$ cat config.mk
export PLATFORM = sky130hd
export DESIGN_NAME = ccior_top
export DESIGN_NICKNAME = d
export VERILOG_FILES = /design/src/ccior_pkg.sv /design/src/ccior_top.sv
export SDC_FILE = /design/constraint.sdc
export NUM_CORES = 1
export LEC_CHECK = 0
export ABC_CLOCK_PERIOD_IN_PS = 4900
export BUFFER_PORTS_ARGS = -buffer_cell sky130_fd_sc_hd__buf_2
export CAP_MARGIN = 20
export CORE_ASPECT_RATIO = 0.8
export CORE_MARGIN = 5
export CORE_UTILIZATION = 25
export DETAILED_ROUTE_END_ITERATION = 10
export HOLD_SLACK_MARGIN = 0.02
export PLACE_DENSITY = 0.62
export REMOVE_ABC_BUFFERS = 1
export SYNTH_ARGS = -nofsm -noshare
export SYNTH_HDL_FRONTEND = slang
export SYNTH_SLANG_ARGS = --single-unit
$ cat constraint.sdc
create_clock -name pclk -period 4.9 [get_ports pclk]
set_input_delay 1.47 -clock pclk [delete_from_list [all_inputs] [get_ports pclk]]
set_output_delay 1.47 -clock pclk [all_outputs]
set_load 0.03 [all_outputs]
$ cat src/ccior_pkg.sv
package ccior_pkg;

  // Register indices; the byte address on the bus is four times the index.
  localparam logic [5:0] IDX_CONFIG_GUARD = 6'h04;
  localparam logic [5:0] IDX_DIRECT_EXT = 6'h08;
  localparam logic [5:0] IDX_X_EXT = 6'h09;
  localparam logic [5:0] IDX_Y_EXT = 6'h0A;
  localparam logic [5:0] IDX_Z_EXT = 6'h0B;
  localparam logic [5:0] IDX_JUMP_EXT = 6'h0C;
  localparam logic [5:0] IDX_SP_LOW = 6'h0D;
  localparam logic [5:0] IDX_SP_HIGH = 6'h0E;
  localparam logic [5:0] IDX_FLAGS = 6'h0F;

  // Memory sizes of this build, as address widths in bits.
  localparam int DATA_ADDR_W = 17;
  localparam int PROG_ADDR_W = 18;
  localparam int WIDEST_ADDR_W = (DATA_ADDR_W > PROG_ADDR_W) ? DATA_ADDR_W : PROG_ADDR_W;
  localparam int PROG_WORD_ADDR_W = PROG_ADDR_W - 1;

  // Implemented bits of each extension byte; zero bits means the register is absent.
  localparam int DATA_EXT_BITS = (DATA_ADDR_W > 16) ? DATA_ADDR_W - 16 : 0;
  localparam int Z_EXT_BITS = (WIDEST_ADDR_W > 16) ? WIDEST_ADDR_W - 16 : 0;
  localparam int JUMP_EXT_BITS = (PROG_ADDR_W > 17) ? PROG_WORD_ADDR_W - 16 : 0;
  localparam int SP_BITS = (DATA_ADDR_W > 16) ? 16 : DATA_ADDR_W;

  localparam logic [7:0] DATA_EXT_MASK = 8'((32'h1 << DATA_EXT_BITS) - 32'h1);
  localparam logic [7:0] Z_EXT_MASK = 8'((32'h1 << Z_EXT_BITS) - 32'h1);
  localparam logic [7:0] JUMP_EXT_MASK = 8'((32'h1 << JUMP_EXT_BITS) - 32'h1);
  localparam logic [15:0] SP_MASK = 16'((32'h1 << SP_BITS) - 32'h1);

  // Internal SRAM placement; the stack pointer resets to its last byte.
  localparam logic [15:0] SRAM_START = 16'h2000;
  localparam logic [15:0] SRAM_BYTES = 16'h2000;
  localparam logic [15:0] SP_RESET = 16'(SRAM_START + SRAM_BYTES - 16'h0001);

  localparam logic [7:0] EXT_RESET = 8'h00;
  localparam logic [7:0] FLAGS_RESET = 8'h00;

  // Flag positions in the flags register.
  localparam int FLAG_I = 7;
  localparam int FLAG_T = 6;
  localparam int FLAG_H = 5;
  localparam int FLAG_S = 4;
  localparam int FLAG_V = 3;
  localparam int FLAG_N = 2;
  localparam int FLAG_Z = 1;
  localparam int FLAG_C = 0;

  // Instructions for which a write to the stack pointer low byte holds off interrupts.
  localparam logic [2:0] SP_GUARD_INSTRS = 3'h4;

endpackage

$ cat src/ccior_top.sv
// Summary of operation
// - Z extension above Z forms 24-bit data address
// - Z extension tops program load and store addresses
// - Unimplemented Z extension bits read zero
// - Z extension absent for small memories
// - Extended jump and call join jump extension
// - Ordinary call and jump ignore jump extension
// - Jump extension is target top byte, masked
// - Jump extension absent up to 128KB program
// - Stack pointer sixteen bits, resets to SRAM top
// - Low byte write blocks interrupts four instructions
// - Unimplemented stack pointer bits read zero
// - Global enable clear blocks every interrupt
// - Interrupt entry never clears global enable
// - Set and clear instructions drive global enable
// - Register change of enable adds wait
// - Bit store writes T, bit load reads it
// - Half carry from low nibble carry
// - Sign equals negative xor overflow
// - Arithmetic results update V N Z C
// - Flags ordered I T H S V N Z C
//
// Register map, as byte addresses on the bus (four times the index):
//   0x10 configuration guard, inert here and read as zero.
//   0x20 direct extension, 0x24 X extension, 0x28 Y extension.
//   0x2C Z extension, two bits with this memory build.
//   0x30 jump extension, one bit with this memory build.
//   0x34 stack pointer low byte, 0x38 stack pointer high byte.
//   0x3C flags, I T H S V N Z C from bit 7 down to bit 0.
// Every other index, and every address that is not word aligned, reads zero
// and ignores writes. Only byte lane 0 carries data; the upper lanes read zero.
//
// Timing: a bus transfer completes in its first access cycle, except a write
// that flips the global enable, which waits one cycle. Read data is registered.
// The core's strobes take effect at the edge on which they are high, and win
// over a bus write to the same register in the same cycle.
//
// Interrupt gate: interrupts pass only while the global enable is set and no
// stack pointer hold-off is running. A write of the stack pointer low byte
// starts a hold-off of four retired instructions; any other I/O write, from
// the bus or from the core, ends it at once.
//
// Reset values: all extension bytes and the flags are zero, and the stack
// pointer holds the last internal SRAM address.
//
// Address outputs are registered, so they follow the Z pointer and the jump
// select one cycle late.
//
// The implementer's own choice: the APB slave port.
module ccior_top (
  input wire logic pclk, // Bus and CPU clock.
  input wire logic presetn, // Asynchronous reset, active low.
  input wire logic psel, // APB select.
  input wire logic penable, // APB access phase.
  input wire logic pwrite, // APB direction, high for write.
  input wire logic [7:0] paddr, // APB byte address.
  input wire logic [31:0] pwdata, // APB write data.
  input wire logic [3:0] pstrb, // APB write byte strobes.
  output logic [31:0] prdata, // APB read data.
  output logic pready, // APB ready.
  output logic pslverr, // APB error, always low.
  input wire logic [15:0] z_pointer, // Current Z pointer from the register file.
  input wire logic ext_jump_sel, // High for extended jump or call, low for ordinary.
  output logic [23:0] data_indirect_addr, // Extended Z address for data access.
  output logic [23:0] program_access_addr, // Extended Z address for program load or store.
  output logic [23:0] jump_target, // Program target for indirect jump or call.
  input wire logic core_sp_we, // Core writes the stack pointer this cycle.
  input wire logic [15:0] core_sp_wdata, // New stack pointer from push, pop, call.
  output logic [15:0] stack_pointer, // Current stack pointer.
  input wire logic alu_flags_we, // Arithmetic or logic result updates V N Z C.
  input wire logic alu_half_we, // Result also updates the half carry.
  input wire logic alu_half_carry, // Carry out of the low nibble.
  input wire logic alu_overflow, // Two's complement overflow of the result.
  input wire logic alu_negative, // Result sign bit.
  input wire logic alu_zero, // Result is zero.
  input wire logic alu_carry, // Carry or borrow out of the result.
  input wire logic bit_store_to_flag, // Bit store instruction this cycle.
  input wire logic bit_store_value, // Register bit to copy into T.
  input wire logic set_global_irq, // Set-enable instruction this cycle.
  input wire logic clear_global_irq, // Clear-enable instruction this cycle.
  input wire logic instr_retired, // One instruction completed.
  input wire logic core_io_write, // Core writes elsewhere in I/O memory.
  output logic bit_load_flag, // T flag for the bit load instruction.
  output logic [7:0] cpu_flags_out, // Flags register for branch logic.
  output logic irq_allowed // Interrupts may be taken now.
);

  // Software-visible registers and their next values.
  logic [7:0] dext_q, dext_d;
  logic [7:0] xext_q, xext_d;
  logic [7:0] yext_q, yext_d;
  logic [7:0] zext_q, zext_d;
  logic [7:0] jext_q, jext_d;
  logic [15:0] sp_q, sp_d;
  logic [7:0] flags_q, flags_d;

  // Wait state of the bus and the interrupt hold-off count.
  logic wait_q, wait_d;
  logic [2:0] guard_q, guard_d;

  // Registered outputs toward the bus and the core.
  logic [31:0] rdata_q, rdata_d;
  logic [23:0] daddr_q, daddr_d;
  logic [23:0] paddr_q, paddr_d;
  logic [23:0] jaddr_q, jaddr_d;

  // Bus decode.
  logic [5:0] reg_idx;
  logic aligned;
  logic access;
  logic wr_en;
  logic rd_en;
  logic lane0;
  logic [7:0] wbyte;

  // Qualified events.
  logic i_change;
  logic spl_write;
  logic other_io_write;

  // Read multiplexer output.
  logic [7:0] rd_byte;

  assign reg_idx = paddr[7:2];
  assign aligned = (paddr[1:0] == 2'b00);
  assign lane0 = pstrb[0];
  assign wbyte = pwdata[7:0];
  assign access = psel & penable;

  // A write that flips the global enable is stretched by one wait cycle.
  assign i_change = pwrite & aligned & lane0 & (reg_idx == ccior_pkg::IDX_FLAGS)
                    & (wbyte[ccior_pkg::FLAG_I] != flags_q[ccior_pkg::FLAG_I]);
  assign pready = ~(access & i_change & ~wait_q);
  assign pslverr = 1'b0;
  assign wr_en = access & pready & pwrite & aligned & lane0;
  assign rd_en = access & pready & ~pwrite;
  assign spl_write = wr_en & (reg_idx == ccior_pkg::IDX_SP_LOW);
  assign other_io_write = core_io_write | (wr_en & (reg_idx != ccior_pkg::IDX_SP_LOW));

  // The wait flag is set for exactly one cycle; the second access cycle sees it and completes.
  always_comb begin
    wait_d = 1'b0;
    if (access & i_change & ~wait_q) begin
      wait_d = 1'b1;
    end
  end

  always_ff @(posedge pclk or negedge presetn) begin
    if (!presetn) begin
      // No transfer is pending after reset.
      wait_q <= 1'b0;
    end else begin
      wait_q <= wait_d;
    end
  end

  // Register file: software writes first, then the core's own updates win.
  always_comb begin
    dext_d = dext_q;
    xext_d = xext_q;
    yext_d = yext_q;
    zext_d = zext_q;
    jext_d = jext_q;
    sp_d = sp_q;
    flags_d = flags_q;
    if (wr_en) begin
      // Each extension keeps only the bits that this memory build needs.
      unique case (reg_idx)
        ccior_pkg::IDX_DIRECT_EXT: dext_d = wbyte & ccior_pkg::DATA_EXT_MASK;
        ccior_pkg::IDX_X_EXT: xext_d = wbyte & ccior_pkg::DATA_EXT_MASK;
        ccior_pkg::IDX_Y_EXT: yext_d = wbyte & ccior_pkg::DATA_EXT_MASK;
        ccior_pkg::IDX_Z_EXT: zext_d = wbyte & ccior_pkg::Z_EXT_MASK;
        ccior_pkg::IDX_JUMP_EXT: jext_d = wbyte & ccior_pkg::JUMP_EXT_MASK;
        ccior_pkg::IDX_SP_LOW: sp_d[7:0] = wbyte & ccior_pkg::SP_MASK[7:0];
        ccior_pkg::IDX_SP_HIGH: sp_d[15:8] = wbyte & ccior_pkg::SP_MASK[15:8];
        ccior_pkg::IDX_FLAGS: flags_d = wbyte;
        default: begin
          flags_d = flags_q;
        end
      endcase
    end

    // Push, pop and call move the stack pointer over any bus write.
    if (core_sp_we) begin
      sp_d = core_sp_wdata & ccior_pkg::SP_MASK;
    end

    // Flag updates from the core take the place of a bus write to the flags in the bits that they drive.
    if (alu_flags_we) begin
      flags_d[ccior_pkg::FLAG_V] = alu_overflow;
      flags_d[ccior_pkg::FLAG_N] = alu_negative;
      flags_d[ccior_pkg::FLAG_Z] = alu_zero;
      flags_d[ccior_pkg::FLAG_C] = alu_carry;
    end
    if (alu_half_we) begin
      flags_d[ccior_pkg::FLAG_H] = alu_half_carry;
    end
    if (bit_store_to_flag) begin
      flags_d[ccior_pkg::FLAG_T] = bit_store_value;
    end

    // Interrupt entry has no path here, so the global enable survives it.
    if (set_global_irq) begin
      flags_d[ccior_pkg::FLAG_I] = 1'b1;
    end else if (clear_global_irq) begin
      flags_d[ccior_pkg::FLAG_I] = 1'b0;
    end

    // S follows N and V whatever wrote them, so a bus write to bit 4 is lost.
    flags_d[ccior_pkg::FLAG_S] = flags_d[ccior_pkg::FLAG_N] ^ flags_d[ccior_pkg::FLAG_V];
  end

  always_ff @(posedge pclk or negedge presetn) begin
    if (!presetn) begin
      // Every register takes its reset value from the package.
      dext_q <= ccior_pkg::EXT_RESET;
      xext_q <= ccior_pkg::EXT_RESET;
      yext_q <= ccior_pkg::EXT_RESET;
      zext_q <= ccior_pkg::EXT_RESET;
      jext_q <= ccior_pkg::EXT_RESET;
      sp_q <= ccior_pkg::SP_RESET;
      flags_q <= ccior_pkg::FLAGS_RESET;
    end else begin
      dext_q <= dext_d;
      xext_q <= xext_d;
      yext_q <= yext_d;
      zext_q <= zext_d;
      jext_q <= jext_d;
      sp_q <= sp_d;
      flags_q <= flags_d;
    end
  end

  // Interrupt hold-off after a stack pointer low byte write.
  // A load of four counts down on retired instructions; any other I/O write ends it.
  always_comb begin
    guard_d = guard_q;
    if (spl_write) begin
      guard_d = ccior_pkg::SP_GUARD_INSTRS;
    end else if (other_io_write) begin
      guard_d = 3'h0;
    end else if (instr_retired && (guard_q != 3'h0)) begin
      guard_d = 3'(guard_q - 3'h1);
    end
  end

  always_ff @(posedge pclk or negedge presetn) begin
    if (!presetn) begin
      // No hold-off runs after reset.
      guard_q <= 3'h0;
    end else begin
      guard_q <= guard_d;
    end
  end

  // The gate is a plain combination of registers, so it never glitches on a bus access.
  assign irq_allowed = flags_q[ccior_pkg::FLAG_I] & (guard_q == 3'h0);

  // Read data is captured at the completing edge and held until the next read.
  always_comb begin
    rd_byte = 8'h00;
    if (aligned) begin
      // Unimplemented bits are masked again on the way out.
      unique case (reg_idx)
        ccior_pkg::IDX_DIRECT_EXT: rd_byte = dext_q & ccior_pkg::DATA_EXT_MASK;
        ccior_pkg::IDX_X_EXT: rd_byte = xext_q & ccior_pkg::DATA_EXT_MASK;
        ccior_pkg::IDX_Y_EXT: rd_byte = yext_q & ccior_pkg::DATA_EXT_MASK;
        ccior_pkg::IDX_Z_EXT: rd_byte = zext_q & ccior_pkg::Z_EXT_MASK;
        ccior_pkg::IDX_JUMP_EXT: rd_byte = jext_q & ccior_pkg::JUMP_EXT_MASK;
        ccior_pkg::IDX_SP_LOW: rd_byte = sp_q[7:0] & ccior_pkg::SP_MASK[7:0];
        ccior_pkg::IDX_SP_HIGH: rd_byte = sp_q[15:8] & ccior_pkg::SP_MASK[15:8];
        ccior_pkg::IDX_FLAGS: rd_byte = flags_q;
        default: rd_byte = 8'h00;
      endcase
    end

    // Only a completed read updates the held data.
    rdata_d = rdata_q;
    if (rd_en) begin
      rdata_d = {24'h000000, rd_byte};
    end
  end

  always_ff @(posedge pclk or negedge presetn) begin
    if (!presetn) begin
      // Read data is zero until the first read completes.
      rdata_q <= 32'h00000000;
    end else begin
      rdata_q <= rdata_d;
    end
  end

  // Registered addresses reflect the pointers of the previous cycle.
  always_comb begin
    // Data and program accesses share the Z extension; only the jump has its own.
    daddr_d = {zext_q & ccior_pkg::Z_EXT_MASK, z_pointer};
    paddr_d = {zext_q & ccior_pkg::Z_EXT_MASK, z_pointer};
    if (ext_jump_sel) begin
      jaddr_d = {jext_q & ccior_pkg::JUMP_EXT_MASK, z_pointer};
    end else begin
      jaddr_d = {8'h00, z_pointer};
    end
  end

  always_ff @(posedge pclk or negedge presetn) begin
    if (!presetn) begin
      // Addresses start at zero and follow the inputs from the first edge after reset.
      daddr_q <= 24'h000000;
      paddr_q <= 24'h000000;
      jaddr_q <= 24'h000000;
    end else begin
      daddr_q <= daddr_d;
      paddr_q <= paddr_d;
      jaddr_q <= jaddr_d;
    end
  end

  // Bus side.
  assign prdata = rdata_q;

  // Address generation side.
  assign data_indirect_addr = daddr_q;
  assign program_access_addr = paddr_q;
  assign jump_target = jaddr_q;

  // Execution side.
  assign stack_pointer = sp_q;
  assign cpu_flags_out = flags_q;
  assign bit_load_flag = flags_q[ccior_pkg::FLAG_T];

endmodule

# --- Word level (Yosys, flattened, before mapping) ---
# Index checks and enable logic that the tools add are counted.
op_classes:
  add_sub_neg: 1
  n_reduce_logical: 27
  muxes: 18
  eq_ne: 10
  bitwise: 20
ops:
  columns: ["operator", "n"]
  rows:
  - ["$pmux W8 S8", 1]
  - ["$eq A6 B4 Y1 const B", 8]
  - ["$mux W8", 5]
  - ["$mux W16", 2]
  - ["$reduce_and A2 Y1", 11]
  - ["$reduce_bool A2 Y1", 9]
  - ["$mux W17", 1]
  - ["$and A1 B1 Y1", 15]
  - ["$reduce_bool A3 Y1", 4]
  - ["$mux W3", 3]
  - ["$ne A6 B4 Y1 const B", 1]
  - ["$mux W1", 5]
  - ["$mux W4", 1]
  - ["$logic_not A3 Y1", 1]
  - ["$not A1 Y1", 3]
  - ["$sub A3 B1 Y3 const B", 1]
  - ["$logic_not A2 Y1", 1]
  - ["$logic_and A1 B1 Y1", 1]
  - ["$ne A1 B1 Y1", 1]
  - ["$or A1 B1 Y1", 1]
  - ["$xor A1 B1 Y1", 1]
totals:
  word_cells: 93
  reg_bits: 77
  in_bits: 96
  out_inout_bits: 132

# --- Logic depth before layout (Yosys ltp) ---
logic_depth:
  word_depth: 16
  ltp_mapped: 7

# --- Worst setup path after synthesis ---
# No wires, ideal clock.
synth_path:
  kind: "input to output"
  start: "in paddr[6]"
  end: "out pready"
  t_required_ns: 3.430
  slack_ns: 0.689
  arrival_time_ns: 2.741
  n_path_buf: 1
  path_stages: 4
  path_cell_list: "nand4bb_2 > or4_1 > buf_2 > or2_2"
synth_between:
  elab_chain_len: 6
synth_lines:
  columns: ["element", "line", "text"]
  rows:
  - ["start: declaration", "ccior_top.sv:56", "input wire logic [7:0] paddr,"]
  - ["$eq A6 B4 Y1", "ccior_top.sv:131", "assign i_change = pwrite & aligned & lane0 & (reg_idx == ccior_pkg::IDX_FLAGS)"]
  - ["$and A1 B1 Y1", "ccior_top.sv:131", null]
  - ["$and A1 B1 Y1", "ccior_top.sv:132", "& (wbyte[ccior_pkg::FLAG_I] != flags_q[ccior_pkg::FLAG_I]);"]
  - ["$and A1 B1 Y1 (2 in series)", "ccior_top.sv:133", "assign pready = ~(access & i_change & ~wait_q);"]
  - ["$not A1 Y1", "ccior_top.sv:133", null]
  - ["end: declaration", "ccior_top.sv:60", "output logic pready,"]
# No other way between the ends.

# --- Worst setup path in the final report ---
# Same ends and word-level chain as after synthesis.

==> run_results.csv <==
group,metric,value,unit
critical_path,cp.arrival,3.00,ns
sta,final.setup_skew,0.00630,ns
clock_tree,cts_tree,"yes",
routing,drtPass1Iterations,4,
clock_tree,ctsResizeCount,0,
routing,drtIter0Drc,178,
synthesis,avgSynthCellArea,10.4,µm²
placement,io_buffer_count,156,
placement,post_dp_cell_area,0.00390,mm²
placement,place_congestion,0.754,
placement,post-dp-hpwl,7860,µm
grt,antenna_found_initial,0,
critical_path,path_class,"in -> out",
routing,wirelength,10400,µm
synthesis,ys_types,45,
worst_hold_path,min_path_type,"reg -> reg",
die,die_y,113,µm
synthesis,synth_area,0.00333,mm²
die,die_area,0.0157,mm²
pwr,ir_worst_vdd,0.142,mV
routing,avgViaCountPerCell,4.20,
cells_and_area,nets,545,
pwr,powerDensity,368,mW/mm²
pwr,p_leak,2.15,nW
sta,worst_pin_slew,0.866,ns
cells_and_area,num_antenna_cells,0,
cells_and_area,drive_above_1_share,47.1,%
die,coreArea,0.0130,mm²
synthesis,synth-edff-count,0,
placement,pre_cts_slack,0.439,ns
grt,grt_use_met2,20.3,%
die,die-width,139,µm
sta,setup_viol,0,
clock_tree,postCtsSetupRepairBufs,0,
sta,rsz0062_at_grt,"no",
sta,final-hold-violation-count,0,
sta,maxSlewViolCount,0,
clock_tree,clock_path_buffers,2,
clock_tree,clk_pin_slew,0.05,ns
grt,grtUsageMet3,5.11,%
clock_tree,cts_buffers,9,
grt,grtUsageMet1,16.8,%
sta,setup-tns-final,0,ns
run,drv_cap,0,
synthesis,ys.flop_type,"dfrtp_1",
die,start_util,25.7,%
cells_and_area,utilization,32.3,%
die,rows,37,
clock_tree,h-tree-depth,3,
cells_and_area,area_growth,25.8,%
routing,antenna_left,0,
synthesis,ys_ff_latch,61,
grt,grt_pass1_vias,2844,
die,ios,228,
grt,grt_max_degree,35,
clock_tree,cts_sinks,61,
synthesis,async_reset_ff_share,100,%
synthesis,yosys_warnings,0,
sta,fin_ws,0.428,ns
sta,fmax,0.224,GHz
routing,wl_per_cell,16.6,µm
routing,drc,0,
critical_path,required,3.43,ns
clock_tree,root_buffer,"clkbuf_16",
synthesis,syn_inst,321,
sta,hold_ws,0.407,ns
routing,vias,2636,
cells_and_area,fill_cells,1366,
critical_path,cp-end-kind,"output port",
clock_tree,cts_hold_buf,0,
cells_and_area,fin_area,0.00419,mm²
critical_path,path_max_fanout,6,
run_status,status,"finished, final reports clean",
grt,grt_pass1_wl,15600,µm
grt,gr-total-overflow,0,
sta,min_period,4.47,ns
grt,busiest_layer,"met2",
pwr,power,1.54,mW
critical_path,worstSetupStartpointType,"primary input",
cells_and_area,instances_no_fill,627,
clock_tree,clock_latency,0.33,ns
placement,dp.cells,611,
sta,fin_crit_sh,91.3,%
sta,relSlewSlack,42.2,%
grt,grt_usage,13.0,%
synthesis,seq_area_frac_synth,46.4,%
[report_power, final]
group | internal (mW) | leakage (nW) | switching, mW | total, mW
clock network | 0.406 | 0.143 | 0.228 | 0.634
logic | 0.0961 | 1.26 | 0.242 | 0.338
registers | 0.545 | 0.745 | 0.0256 | 0.571
total | 1.05 | 2.15 | 0.495 | 1.54
[cell usage in the layout, fill, tap and decap left out, types with 3 or more instances in the layout]
cell         n
a21oi_1      4
a22oi_1      6
buf_2      156
buf_4        6
clkbuf_16    9
conb_1      44
dfrtp_1     47
dfstp_2     14
inv_1        6
mux2_2      11
mux2i_1     22
nand2_1     36
nand2b_1     3
nor2_1       9
o21ai_0     30
or2_2        3
or3_1        3
[synth_stat cells (all sizes together), types with 2 or more instances]
cell    number  area [µm²]
or2          5        31.3
a21oi        4        20.0
mux2        12         139
or3          4        30.0
o41ai        2        32.5
nand2b       3        18.8
dfrtp       47        1180
nand2       36         135
clkbuf       8        30.0
nand3b       2        15.0
buf         82         614
a22oi        6        45.0
o21bai       2        15.0
dfstp       14         368
inv          6        22.5
o21ai       31         155
a221oi       2        17.5
a21o         2        15.0
ha           2        25.0
nor3         2        10.0
nor2        10        45.0
xnor2        2        17.5
mux2i       22         220
[sequential cells by signal, summed over array words and instances, names as in the netlist]
register	flops
jump_target	17
stack_pointer	16
cpu_flags_out	8
prdata	8
guard_q	3
program_access_addr	2
zext_q	2
dext_q	1
jext_q	1
wait_q	1
xext_q	1
yext_q	1
[layer usage]
layer  vias up  wire, µm
met5         -         0
met4         0       112
met3         9      1060
met2       158      4620
met1      1251      4590
li1       1218         -
[layout make-up]
type	instances	area, µm²	share of cell area, %
clock inverter	4	47.5	1.13
clock buffer	12	246	5.88
sequential	61	1540	36.8
timing repair buffer	162	826	19.7
multi-input combinational	207	1290	30.7
tap	175	219	5.22
inverter	6	22.5	0.537
[cells by family (layout without fill, tap and decap cells)]
group           after synthesis  count (layout)  synth area share [%]
compound gates               52              52                  9.88
xor+xnor                      2               2                 0.526
fa+ha+maj                     2               2                 0.751
buf+inv                      96             184                  20.0
flops                        61              61                  46.4
mux                          35              35                  11.5
other cells                   1              44                 0.113
simple gates                 72              72                  10.9
[final timing paths]
| check | from | to | slack [ns] | cells past startpoint |
|---|---|---|---|---|
| max | paddr[6] | pready | 0.43 | 5 |
| min in group asynchronous | presetn | program_access_addr[16] | 1.22 | 1 |
| max in group asynchronous | presetn | stack_pointer[7] | 2.75 | 2 |
| min reg2reg | zext_q[0] | program_access_addr[16] | 0.41 | 0 |
| max reg2reg | cpu_flags_out[7] | guard_q[1] | 2.86 | 5 |
| min | zext_q[0] | program_access_addr[16] | 0.41 | 0 |
[worst max-delay path: stages]
cell and delay, ns:
buf_2 0.10, nand4bb_2 0.35, or4_1 0.58, or2_2 0.31
buf_2 0.19
Power figures use the tool's default switching activity.
